===== src/hdl/eict_pkg.sv =====
// Purpose: Shared types and constants for the extended instruction timing core
// Assumes: One 100 MHz clock; cycle figures are counted in that clock
// Notes: Opcode values are this core's own request codes, not instruction bits
package eict_pkg;

    localparam int CLK_PERIOD_NS = 10;

    // Register port map (byte addresses)
    localparam logic [7:0] ADDR_CTRL = 8'h00;
    localparam logic [7:0] ADDR_STATUS = 8'h04;
    localparam logic [7:0] ADDR_DONE_COUNT = 8'h08;

    localparam int CTRL_ENABLE_BIT = 0;
    localparam logic CTRL_ENABLE_RESET = 1'b1;
    localparam logic [15:0] DONE_COUNT_RESET = 16'h0000;

    // Status register fields
    localparam int STAT_CYCLES_LSB = 0;
    localparam int STAT_WORDS_LSB = 8;
    localparam int STAT_ILLEGAL_BIT = 12;
    localparam int STAT_BUSY_BIT = 13;

    // Flag vector bit positions
    localparam int FLAG_C = 0;
    localparam int FLAG_Z = 1;
    localparam int FLAG_N = 2;
    localparam int FLAG_V = 3;

    // Operation counts that bound the count field
    localparam logic [4:0] MULTI_SHIFT_MAX = 5'h04;
    localparam logic [4:0] MULTI_STACK_MAX = 5'h10;

    typedef enum logic [4:0] {
        OP_REGISTER_PLUS = 5'h00,
        OP_REGISTER_MINUS = 5'h01,
        OP_REGISTER_COMPARE = 5'h02,
        OP_WIDE_TRANSFER = 5'h03,
        OP_MULTI_SHIFT_RIGHT_ARITH = 5'h04,
        OP_MULTI_ROTATE_RIGHT_CARRY = 5'h05,
        OP_MULTI_SHIFT_RIGHT_UNSIGNED = 5'h06,
        OP_MULTI_SHIFT_LEFT_ARITH = 5'h07,
        OP_STACK_STORE_MULTIPLE = 5'h08,
        OP_STACK_LOAD_MULTIPLE = 5'h09,
        OP_WIDE_SUBROUTINE_CALL = 5'h0a,
        OP_EXT_SHIFT_RIGHT_ARITH = 5'h0b,
        OP_EXT_ROTATE_RIGHT_CARRY = 5'h0c,
        OP_EXT_STACK_STORE = 5'h0d,
        OP_EXT_STACK_LOAD = 5'h0e,
        OP_TRANSFER = 5'h0f,
        OP_BIT_TEST = 5'h10,
        OP_COMPARE = 5'h11,
        OP_ADD = 5'h12,
        OP_SUBTRACT = 5'h13,
        OP_OTHER = 5'h14
    } eict_op_t;

    typedef enum logic [2:0] {
        MD_REG = 3'h0,
        MD_IND = 3'h1,
        MD_AINC = 3'h2,
        MD_IMM = 3'h3,
        MD_IDX = 3'h4,
        MD_SYM = 3'h5,
        MD_ABS = 3'h6,
        MD_PC = 3'h7
    } eict_mode_t;

    typedef enum logic [1:0] {
        WD_BYTE = 2'h0,
        WD_WORD = 2'h1,
        WD_ADDR = 2'h2
    } eict_width_t;

    typedef enum logic [0:0] {
        ST_IDLE = 1'b0,
        ST_EXEC = 1'b1
    } eict_fsm_t;

    typedef struct packed {
        eict_fsm_t fsm;
        logic [5:0] cnt;
        logic [19:0] result;
        logic [3:0] flags;
        logic writeDst;
        logic illegal;
        logic [2:0] words;
        logic [5:0] cycles;
        logic enable;
        logic [15:0] doneCount;
        logic [31:0] rdData;
    } eict_state_t;

endpackage : eict_pkg


===== src/hdl/eict_core.sv =====
// Purpose: Decodes a requested extended or address instruction, times its execution
// Assumes: Caller presents operands and flags with the request; memory is outside
// Notes: Execution occupies exactly the computed number of clock cycles
`timescale 1ns/1ns
`default_nettype none

module eict_core (
    input wire logic clk,
    input wire logic rst_b,
    input wire logic [7:0] regAddr,
    input wire logic [31:0] regWrData,
    input wire logic regWr,
    input wire logic regRd,
    output logic [31:0] regRdData,
    input wire logic reqValid,
    output logic reqReady,
    input wire eict_pkg::eict_op_t reqOp,
    input wire eict_pkg::eict_mode_t reqSrcMode,
    input wire eict_pkg::eict_mode_t reqDstMode,
    input wire eict_pkg::eict_width_t reqWidth,
    input wire logic [4:0] reqCount,
    input wire logic reqRepeat,
    input wire logic reqBaseSp,
    input wire logic [19:0] srcData,
    input wire logic [19:0] dstData,
    input wire logic [3:0] flagsIn,
    output logic busy,
    output logic done,
    output logic illegalOut,
    output logic [19:0] resultOut,
    output logic [3:0] flagsOut,
    output logic writeDst,
    output logic [5:0] cyclesOut,
    output logic [2:0] wordsOut
);
    import eict_pkg::*;

    eict_state_t cur_q;
    eict_state_t nxt_d;
    logic [9:0] timing;
    logic accept;
    logic [20:0] sum;
    logic [20:0] diff;

    function automatic logic isMem(input eict_mode_t m);
        return (m == MD_IDX) || (m == MD_SYM) || (m == MD_ABS);
    endfunction : isMem

    // Address instructions: {illegal, words, cycles}
    function automatic logic [9:0] addrTiming(input eict_op_t op, input eict_mode_t s,
                                              input eict_mode_t d);
        logic ill;
        logic [2:0] w;
        logic [5:0] c;
        ill = 1'b0;
        w = 3'h1;
        c = 6'h01;
        if (op != OP_WIDE_TRANSFER) begin
            ill = !((s == MD_REG || s == MD_IMM) && (d == MD_REG || d == MD_PC));
        end else begin
            ill = (s == MD_PC) || (d != MD_REG && d != MD_PC && !(s == MD_REG && isMem(d)))
                || (d == MD_REG && 1'b0);
        end
        case (s)
            MD_REG: begin
                c = (d == MD_REG) ? 6'h01 : (d == MD_PC) ? 6'h03 : 6'h04;
                w = isMem(d) ? 3'h2 : 3'h1;
            end
            MD_IND, MD_AINC: begin
                c = (d == MD_PC) ? 6'h05 : 6'h03;
                w = 3'h1;
            end
            MD_IMM: begin
                c = (d == MD_REG && op == OP_WIDE_TRANSFER) ? 6'h02 : 6'h03;
                w = 3'h2;
            end
            default: begin
                c = (d == MD_PC) ? 6'h06 : 6'h04;
                w = 3'h2;
            end
        endcase
        return {ill, w, c};
    endfunction : addrTiming

    // Single-operand extended instructions
    function automatic logic [9:0] fmt2Timing(input eict_op_t op, input eict_mode_t s,
                                              input logic wide, input logic [4:0] n,
                                              input logic sp);
        logic ill;
        logic [2:0] w;
        logic [5:0] c;
        ill = 1'b0;
        w = 3'h1;
        c = 6'h01;
        case (op)
            OP_MULTI_SHIFT_RIGHT_ARITH, OP_MULTI_ROTATE_RIGHT_CARRY,
            OP_MULTI_SHIFT_RIGHT_UNSIGNED, OP_MULTI_SHIFT_LEFT_ARITH: begin
                ill = (s != MD_REG) || (n == 5'h00) || (n > MULTI_SHIFT_MAX);
                c = {1'b0, n};
            end
            OP_STACK_STORE_MULTIPLE, OP_STACK_LOAD_MULTIPLE: begin
                ill = (s != MD_REG) || (n == 5'h00) || (n > MULTI_STACK_MAX);
                c = wide ? 6'h02 + {n, 1'b0} : 6'h02 + {1'b0, n};
            end
            OP_WIDE_SUBROUTINE_CALL: begin
                ill = (s == MD_PC);
                case (s)
                    MD_REG: c = 6'h05;
                    MD_IND, MD_AINC: c = 6'h06;
                    MD_IMM: c = 6'h05;
                    MD_IDX: c = sp ? 6'h06 : 6'h05;
                    default: c = 6'h07;
                endcase
                w = (s == MD_REG || s == MD_IND || s == MD_AINC) ? 3'h1 : 3'h2;
            end
            OP_EXT_SHIFT_RIGHT_ARITH, OP_EXT_ROTATE_RIGHT_CARRY: begin
                ill = (s == MD_IMM) || (s == MD_PC) || (s == MD_REG && n == 5'h00);
                case (s)
                    MD_REG: c = 6'h01 + {1'b0, n};
                    MD_IND, MD_AINC: c = wide ? 6'h06 : 6'h04;
                    default: c = wide ? 6'h07 : 6'h05;
                endcase
                w = isMem(s) ? 3'h3 : 3'h2;
            end
            OP_EXT_STACK_STORE: begin
                ill = (s == MD_PC);
                case (s)
                    MD_REG, MD_IMM: c = wide ? 6'h05 : 6'h04;
                    MD_IND, MD_AINC: c = wide ? 6'h06 : 6'h04;
                    MD_IDX: c = (wide ? 6'h07 : 6'h05) + (sp ? 6'h01 : 6'h00);
                    default: c = wide ? 6'h07 : 6'h05;
                endcase
                w = (isMem(s) || s == MD_IMM) ? 3'h3 : 3'h2;
            end
            OP_EXT_STACK_LOAD: begin
                ill = !(s == MD_REG || isMem(s));
                c = (s == MD_REG) ? (wide ? 6'h04 : 6'h03) : (wide ? 6'h07 : 6'h05);
                w = (s == MD_REG) ? 3'h2 : 3'h3;
            end
            default: begin
                ill = 1'b1;
            end
        endcase
        return {ill, w, c};
    endfunction : fmt2Timing

    // Double-operand extended instructions; operation only trims the base figure
    function automatic logic [9:0] fmt1Timing(input eict_op_t op, input eict_mode_t s,
                                              input eict_mode_t d, input logic wide,
                                              input logic [4:0] n, input logic rpt);
        logic ill;
        logic [2:0] w;
        logic [5:0] c;
        logic memDst;
        logic pcDst;
        ill = (s == MD_PC) || (d == MD_IND) || (d == MD_AINC) || (d == MD_IMM);
        memDst = isMem(d);
        pcDst = (d == MD_PC);
        case (s)
            MD_REG: begin
                c = pcDst ? 6'h04 : memDst ? (wide ? 6'h07 : 6'h05) : 6'h02;
                w = 3'h2;
            end
            MD_IND, MD_AINC: begin
                c = pcDst ? (wide ? 6'h06 : 6'h05) : memDst ? (wide ? 6'h09 : 6'h06)
                    : (wide ? 6'h04 : 6'h03);
                w = 3'h2;
            end
            MD_IMM: begin
                c = pcDst ? 6'h04 : memDst ? (wide ? 6'h08 : 6'h06) : 6'h03;
                w = 3'h3;
            end
            default: begin
                c = pcDst ? (wide ? 6'h07 : 6'h06) : memDst ? (wide ? 6'h0a : 6'h07)
                    : (wide ? 6'h05 : 6'h04);
                w = 3'h3;
            end
        endcase
        if (memDst) begin
            w = w + 3'h1;
        end
        if (memDst && (op == OP_TRANSFER || op == OP_BIT_TEST || op == OP_COMPARE)) begin
            c = c - (wide ? 6'h02 : 6'h01);
        end
        if (pcDst && s != MD_REG && (op == OP_TRANSFER || op == OP_ADD || op == OP_SUBTRACT))
        begin
            c = c - 6'h01;
        end
        if (rpt && s == MD_REG && d == MD_REG && n != 5'h00) begin
            c = 6'h01 + {1'b0, n};
        end
        return {ill, w, c};
    endfunction : fmt1Timing

    always_comb begin
        if (reqOp <= OP_WIDE_TRANSFER) begin
            timing = addrTiming(reqOp, reqSrcMode, reqDstMode);
        end else if (reqOp <= OP_EXT_STACK_LOAD) begin
            timing = fmt2Timing(reqOp, reqSrcMode, reqWidth == WD_ADDR, reqCount, reqBaseSp);
        end else begin
            timing = fmt1Timing(reqOp, reqSrcMode, reqDstMode, reqWidth == WD_ADDR, reqCount,
                                reqRepeat);
        end
    end

    assign sum = {1'b0, dstData} + {1'b0, srcData};
    assign diff = {1'b0, dstData} + {1'b0, ~srcData} + 21'h00_0001;
    assign reqReady = (cur_q.fsm == ST_IDLE) && cur_q.enable;
    assign accept = reqValid && reqReady;

    always_comb begin
        nxt_d = cur_q;
        if (regWr && regAddr == ADDR_CTRL) begin
            nxt_d.enable = regWrData[CTRL_ENABLE_BIT];
        end
        nxt_d.rdData = 32'h0000_0000;
        if (regRd) begin
            case (regAddr)
                ADDR_CTRL: nxt_d.rdData[CTRL_ENABLE_BIT] = cur_q.enable;
                ADDR_STATUS: begin
                    nxt_d.rdData[STAT_CYCLES_LSB +: 6] = cur_q.cycles;
                    nxt_d.rdData[STAT_WORDS_LSB +: 3] = cur_q.words;
                    nxt_d.rdData[STAT_ILLEGAL_BIT] = cur_q.illegal;
                    nxt_d.rdData[STAT_BUSY_BIT] = (cur_q.fsm == ST_EXEC);
                end
                ADDR_DONE_COUNT: nxt_d.rdData[15:0] = cur_q.doneCount;
                default: nxt_d.rdData = 32'h0000_0000;
            endcase
        end
        case (cur_q.fsm)
            ST_IDLE: begin
                if (accept) begin
                    nxt_d.fsm = ST_EXEC;
                    nxt_d.illegal = timing[9];
                    nxt_d.words = timing[8:6];
                    nxt_d.cycles = timing[9] ? 6'h01 : timing[5:0];
                    nxt_d.cnt = timing[9] ? 6'h01 : timing[5:0];
                    nxt_d.flags = flagsIn;
                    nxt_d.writeDst = 1'b0;
                    nxt_d.result = dstData;
                    if (!timing[9] && reqOp <= OP_WIDE_TRANSFER) begin
                        case (reqOp)
                            OP_REGISTER_PLUS: begin
                                nxt_d.result = sum[19:0];
                                nxt_d.flags[FLAG_C] = sum[20];
                                nxt_d.flags[FLAG_V] = (dstData[19] == srcData[19])
                                    && (sum[19] != dstData[19]);
                                nxt_d.writeDst = 1'b1;
                            end
                            OP_REGISTER_MINUS, OP_REGISTER_COMPARE: begin
                                nxt_d.result = diff[19:0];
                                nxt_d.flags[FLAG_C] = diff[20];
                                nxt_d.flags[FLAG_V] = (dstData[19] != srcData[19])
                                    && (diff[19] != dstData[19]);
                                nxt_d.writeDst = (reqOp == OP_REGISTER_MINUS);
                            end
                            default: begin
                                nxt_d.result = srcData;
                                nxt_d.writeDst = 1'b1;
                            end
                        endcase
                        if (reqOp != OP_WIDE_TRANSFER) begin
                            nxt_d.flags[FLAG_N] = nxt_d.result[19];
                            nxt_d.flags[FLAG_Z] = (nxt_d.result == 20'h0_0000);
                        end
                    end
                end
            end
            ST_EXEC: begin
                nxt_d.cnt = cur_q.cnt - 6'h01;
                if (cur_q.cnt == 6'h01) begin
                    nxt_d.fsm = ST_IDLE;
                    nxt_d.doneCount = cur_q.doneCount + 16'h0001;
                end
            end
            default: nxt_d.fsm = ST_IDLE;
        endcase
    end

    always_ff @(posedge clk) begin
        if (!rst_b) begin
            cur_q <= '0;
            cur_q.enable <= CTRL_ENABLE_RESET;
            cur_q.doneCount <= DONE_COUNT_RESET;
        end else begin
            cur_q <= nxt_d;
        end
    end

    assign busy = (cur_q.fsm == ST_EXEC);
    assign done = (cur_q.fsm == ST_EXEC) && (cur_q.cnt == 6'h01);
    assign regRdData = cur_q.rdData;
    assign illegalOut = cur_q.illegal;
    assign resultOut = cur_q.result;
    assign flagsOut = cur_q.flags;
    assign writeDst = cur_q.writeDst;
    assign cyclesOut = cur_q.cycles;
    assign wordsOut = cur_q.words;

    // Helper: clocks spent in execution so far
    logic [5:0] execSeen_q;
    always_ff @(posedge clk) begin
        if (!rst_b || !busy) begin
            execSeen_q <= 6'h00;
        end else begin
            execSeen_q <= execSeen_q + 6'h01;
        end
    end
endmodule : eict_core
`default_nettype wire


===== config.mk =====
export PLATFORM = sky130hd
export DESIGN_NAME = eict_core
export DESIGN_NICKNAME = d
export VERILOG_FILES = /design/src/hdl/eict_pkg.sv /design/src/hdl/eict_core.sv
export SDC_FILE = /design/constraint.sdc
export NUM_CORES = 1
export LEC_CHECK = 0
export ABC_CLOCK_PERIOD_IN_PS = 7920
export BUFFER_PORTS_ARGS = -buffer_cell sky130_fd_sc_hd__buf_4
export CAP_MARGIN = 5
export CORE_ASPECT_RATIO = 1.4
export CORE_MARGIN = 2
export CORE_UTILIZATION = 62
export CTS_BUF_LIST = sky130_fd_sc_hd__clkbuf_8
export DETAILED_ROUTE_END_ITERATION = 10
export GPL_TIMING_DRIVEN = 0
export HOLD_SLACK_MARGIN = 0.05
export PLACE_DENSITY_LB_ADDON = 0.3
export SYNTH_ARGS = -nofsm -noshare
export SYNTH_HDL_FRONTEND = slang
export SYNTH_SLANG_ARGS = --single-unit

===== constraint.sdc =====
create_clock -name clk -period 7.92 [get_ports clk]
set_input_delay 1.188 -clock clk [delete_from_list [all_inputs] [get_ports clk]]
set_output_delay 1.188 -clock clk [all_outputs]
set_load 0.005 [all_outputs]

==> impl_results.md <==
- Post-synth cell types: 89
- Max-slew violation count: 0
- Via count: 9,332
- Final setup vio count: 0
- Clk root buf: clkbuf_8
- Fin crit share: 66.7%
- Critical path class: input pin to flip-flop
- CTS Buf Count: 9
- Longest Clk Path Bufs: 2
- Relative slew slack: 14.4%
- CTS tree: yes
- FMAX: 189 MHz
- # IOs: 179
- Outcome: finished, final reports clean
- Setup crit start kind: input pin
- CP Max Fanout: 9
- Largest net degree at the start of global routing: 15
- Post-synth EDFFs: 0
- CP most frequent cell: ha_1
- Switching Share: 37.9%
- Most instantiated cells after synthesis: 100 x nor2_1, 92 x nand2_1, 82 x a21oi_1, 75 x dfxtp_1, 67 x buf_4
- Worst Path Buf+Inv: 3
- Post-synthesis mux area share: 2.18%
- Internal power: 733 µW
- Number of detailed-route iterations in the first pass: 7
- Worst-path clk slew: 0.08 ns
- Setup TNS Final: 0 ns
- Placed Area: 0.00919 mm²
- Post-synthesis adder-cell area fraction: 9.52%
- RD Place Congestion: 1.02
- Top cells by area, synth: dfxtp_1 19%, ha_1 8.8%, buf_4 6.3%, a21oi_1 5.1%, nor2_1 4.7%
- Layout area overhead: 17.5%
- Hold Slack: 0.466 ns
- Sequential Power Share: 34.7%
- Critical path, cell by cell: clkbuf_1, a21boi_0, ha_1, a21oi_1, mux2i_1, o21ai_0, o21ai_0, inv_1, ha_1, fa_1, mux2i_1, inv_1, ha_1, nand2_1, o2111ai_1, a211oi_1, a31o_2
- DIE AREA: 0.0138 mm²
- RSZ-0062 raised after global routing: no
- VDD IR max: 0.000102 V
- Lkg Pwr: 0.00402 µW
- Slew @ Worst Pin: 1.27 ns
- Site Rows: 49
- YS warnings: 0
- Share of Yosys cell area claimed by the top area cell type: 18.8%
- Setup repair bufs after CTS: 0
- Logic pwr share: 39.5%
- DP Wirelength: 22,000 µm
- Die height: 138 µm
- H-tree levels: 3
- CP arrival: 5.59 ns
- First DRT Iteration DRCs: 863
- Util after Layout: 74.0%
- #FFs+latches synth: 75
- Vias in the first global route: 9,079
- Vias per cell: 6.66
- Max-cap check violation count: 0
- Crit-path slowest cell: a21boi_0
- Largest family of logic cells by synthesized area: compound AO/OA/AOI/OAI gates
- Total grt overflow: 0
- GRT Total Usage: 41.0%
- ANT cells: 0
- Remaining DRCs: 0
- Fin area: 0.00939 mm²
- Post-Route Skew: 0.0131 ns
- Clk network pwr share: 25.8%
- Sw Pwr: 447 µW
- Die Wd: 100 µm
- Post-synthesis sequential area ratio: 18.8%
- Worst Setup End Kind: flip-flop
- Simple-gate area share of the yosys netlist: 23.3%
- Synth Cell Area: 0.00799 mm²
- Layout cells sized above 1: 20.7%
- WP data required: 8.23 ns
- Hold WC Path Type: flip-flop to flip-flop
- Most common cell in the netlist: nor2_1
- Post-route antenna net violation count: 0
- Share of flip-flops with an asynchronous set or reset: 0%
- Cts hold-fix bufs: 0
- Clk sinks: 75
- Avg WL per Cell: 20.7 µm
- Avg Inst Size Synth: 7.33 µm²
- First-pass GRT wire length: 45,500 µm
- Primary FF master, synth: dfxtp_1
- Final hold violations: 0
- # port buffers: 127
- Compound-Gate Fraction of Synth Area: 30.7%
- # resized after CTS: 0
- Tmin final: 5.28 ns
- Total power per unit cell area: 126 mW/mm²
- Worst path max stage delay: 0.87 ns
- Drt total wl: 29,100 µm
- Initial antenna violation count: 0
- Post-synthesis cell count: 1,091
- Core area: 0.0127 mm²
- Initial Utilization: 63.0%
- Largest area contributor in the netlist: dfxtp_1
- Top delay family on crit path: compound AO/OA/AOI/OAI gates
- XOR/XNOR share of the synthesized area: 2.96%
- Insertion delay to the later sink of the worst-skew pair: 0.36 ns
- Final #Nets: 1,412
-- registers in the layout, summed over array words and instances (netlist names) --
name and count:
wordsOut 3, cur_q 23, busy 1, writeDst 1, illegalOut 1, resultOut 20
cyclesOut 6, flagsOut 4, regRdData 16
-- cells in the final DEF, fill, tap and decap left out, drive strengths merged, types with 42 or more instances in the layout --
cell type,synthesis,final
buf,92,219
nor2,100,100
nand2,92,92
a21oi,83,83
dfxtp,75,75
o21ai,59,59
ha,56,56
inv,52,54
clkbuf,44,53
nand3,42,42
-- path summary, 6_finish.rpt --
| path | cells after the start | endpoint | from | slack, ns |
|---|---|---|---|---|
| worst min register to register | 2 | resultOut[14] | resultOut[14] | 0.47 |
| worst max register to register | 7 | cur_q[84] | busy | 5.15 |
| worst min-delay path | 2 | resultOut[14] | resultOut[14] | 0.47 |
| worst max-delay path | 17 | cyclesOut[1] | reqDstMode[2] | 2.64 |
-- power groups by stage --
stage | Sequential, µW | Clock [µW] | Combinational (µW)
3_5_place_dp | 417 | 0 | 449
4_1_cts | 408 | 297 | 453
3_3_place_gp | 416 | 0 | 445
2_1_floorplan | 412 | 0 | 301
5_1_grt | 411 | 316 | 504
6_report | 409 | 305 | 466
-- metal layers --
metal	part of all wire, %	vias up	routed length (µm)	GRT usage [%]
li1	-	4248	-	-
met1	35	4236	10100	44.9
met2	48	642	14000	69.8
met3	8.4	206	2430	7.18
met4	8.5	0	2480	29.6
met5	0	-	0	0
-- final cells by class --
type	count	area [µm²]
Multi-Input combinational cell	842	5550
Clock inverter	7	75.1
Inverter	53	199
Sequential cell	75	1500
Fill cell	1044	3300
Clock buffer	9	124
Tap cell	153	191
Timing Repair Buffer	127	953
Buffer	136	800
-- per-stage QoR --
stage / setup slack [ns] / total power [µW] / instances
3_3_place_gp: 2.37 / 861 / 1386
4_1_cts: 2.69 / 1160 / 1402
3_5_place_dp: 2.30 / 865 / 1386
2_1_floorplan: 3.37 / 713 / 1106
6_report: 2.64 / 1180 / 1402
5_1_grt: 2.45 / 1230 / 1402
-- kinds of logic after synthesis --
family / Yosys count
adder cells (fa/ha/maj): 59
buffers and inverters: 189
XOR/XNOR: 27
AO/OA/AOI/OAI: 347
multiplexers: 17
flip-flops: 75
AND/OR/NAND/NOR: 376
other: 1
-- worst reg2reg max path, stage by stage (launching register included) --
cell      delay, ns
dfxtp_1        0.32
clkbuf_1       0.20
nor2b_1        0.24
and2_1         0.28
clkbuf_1       0.43
nand2_1        0.23
a311oi_1       0.79
a311oi_1       0.12
No activity file was read; power rests on OpenSTA's default activity.
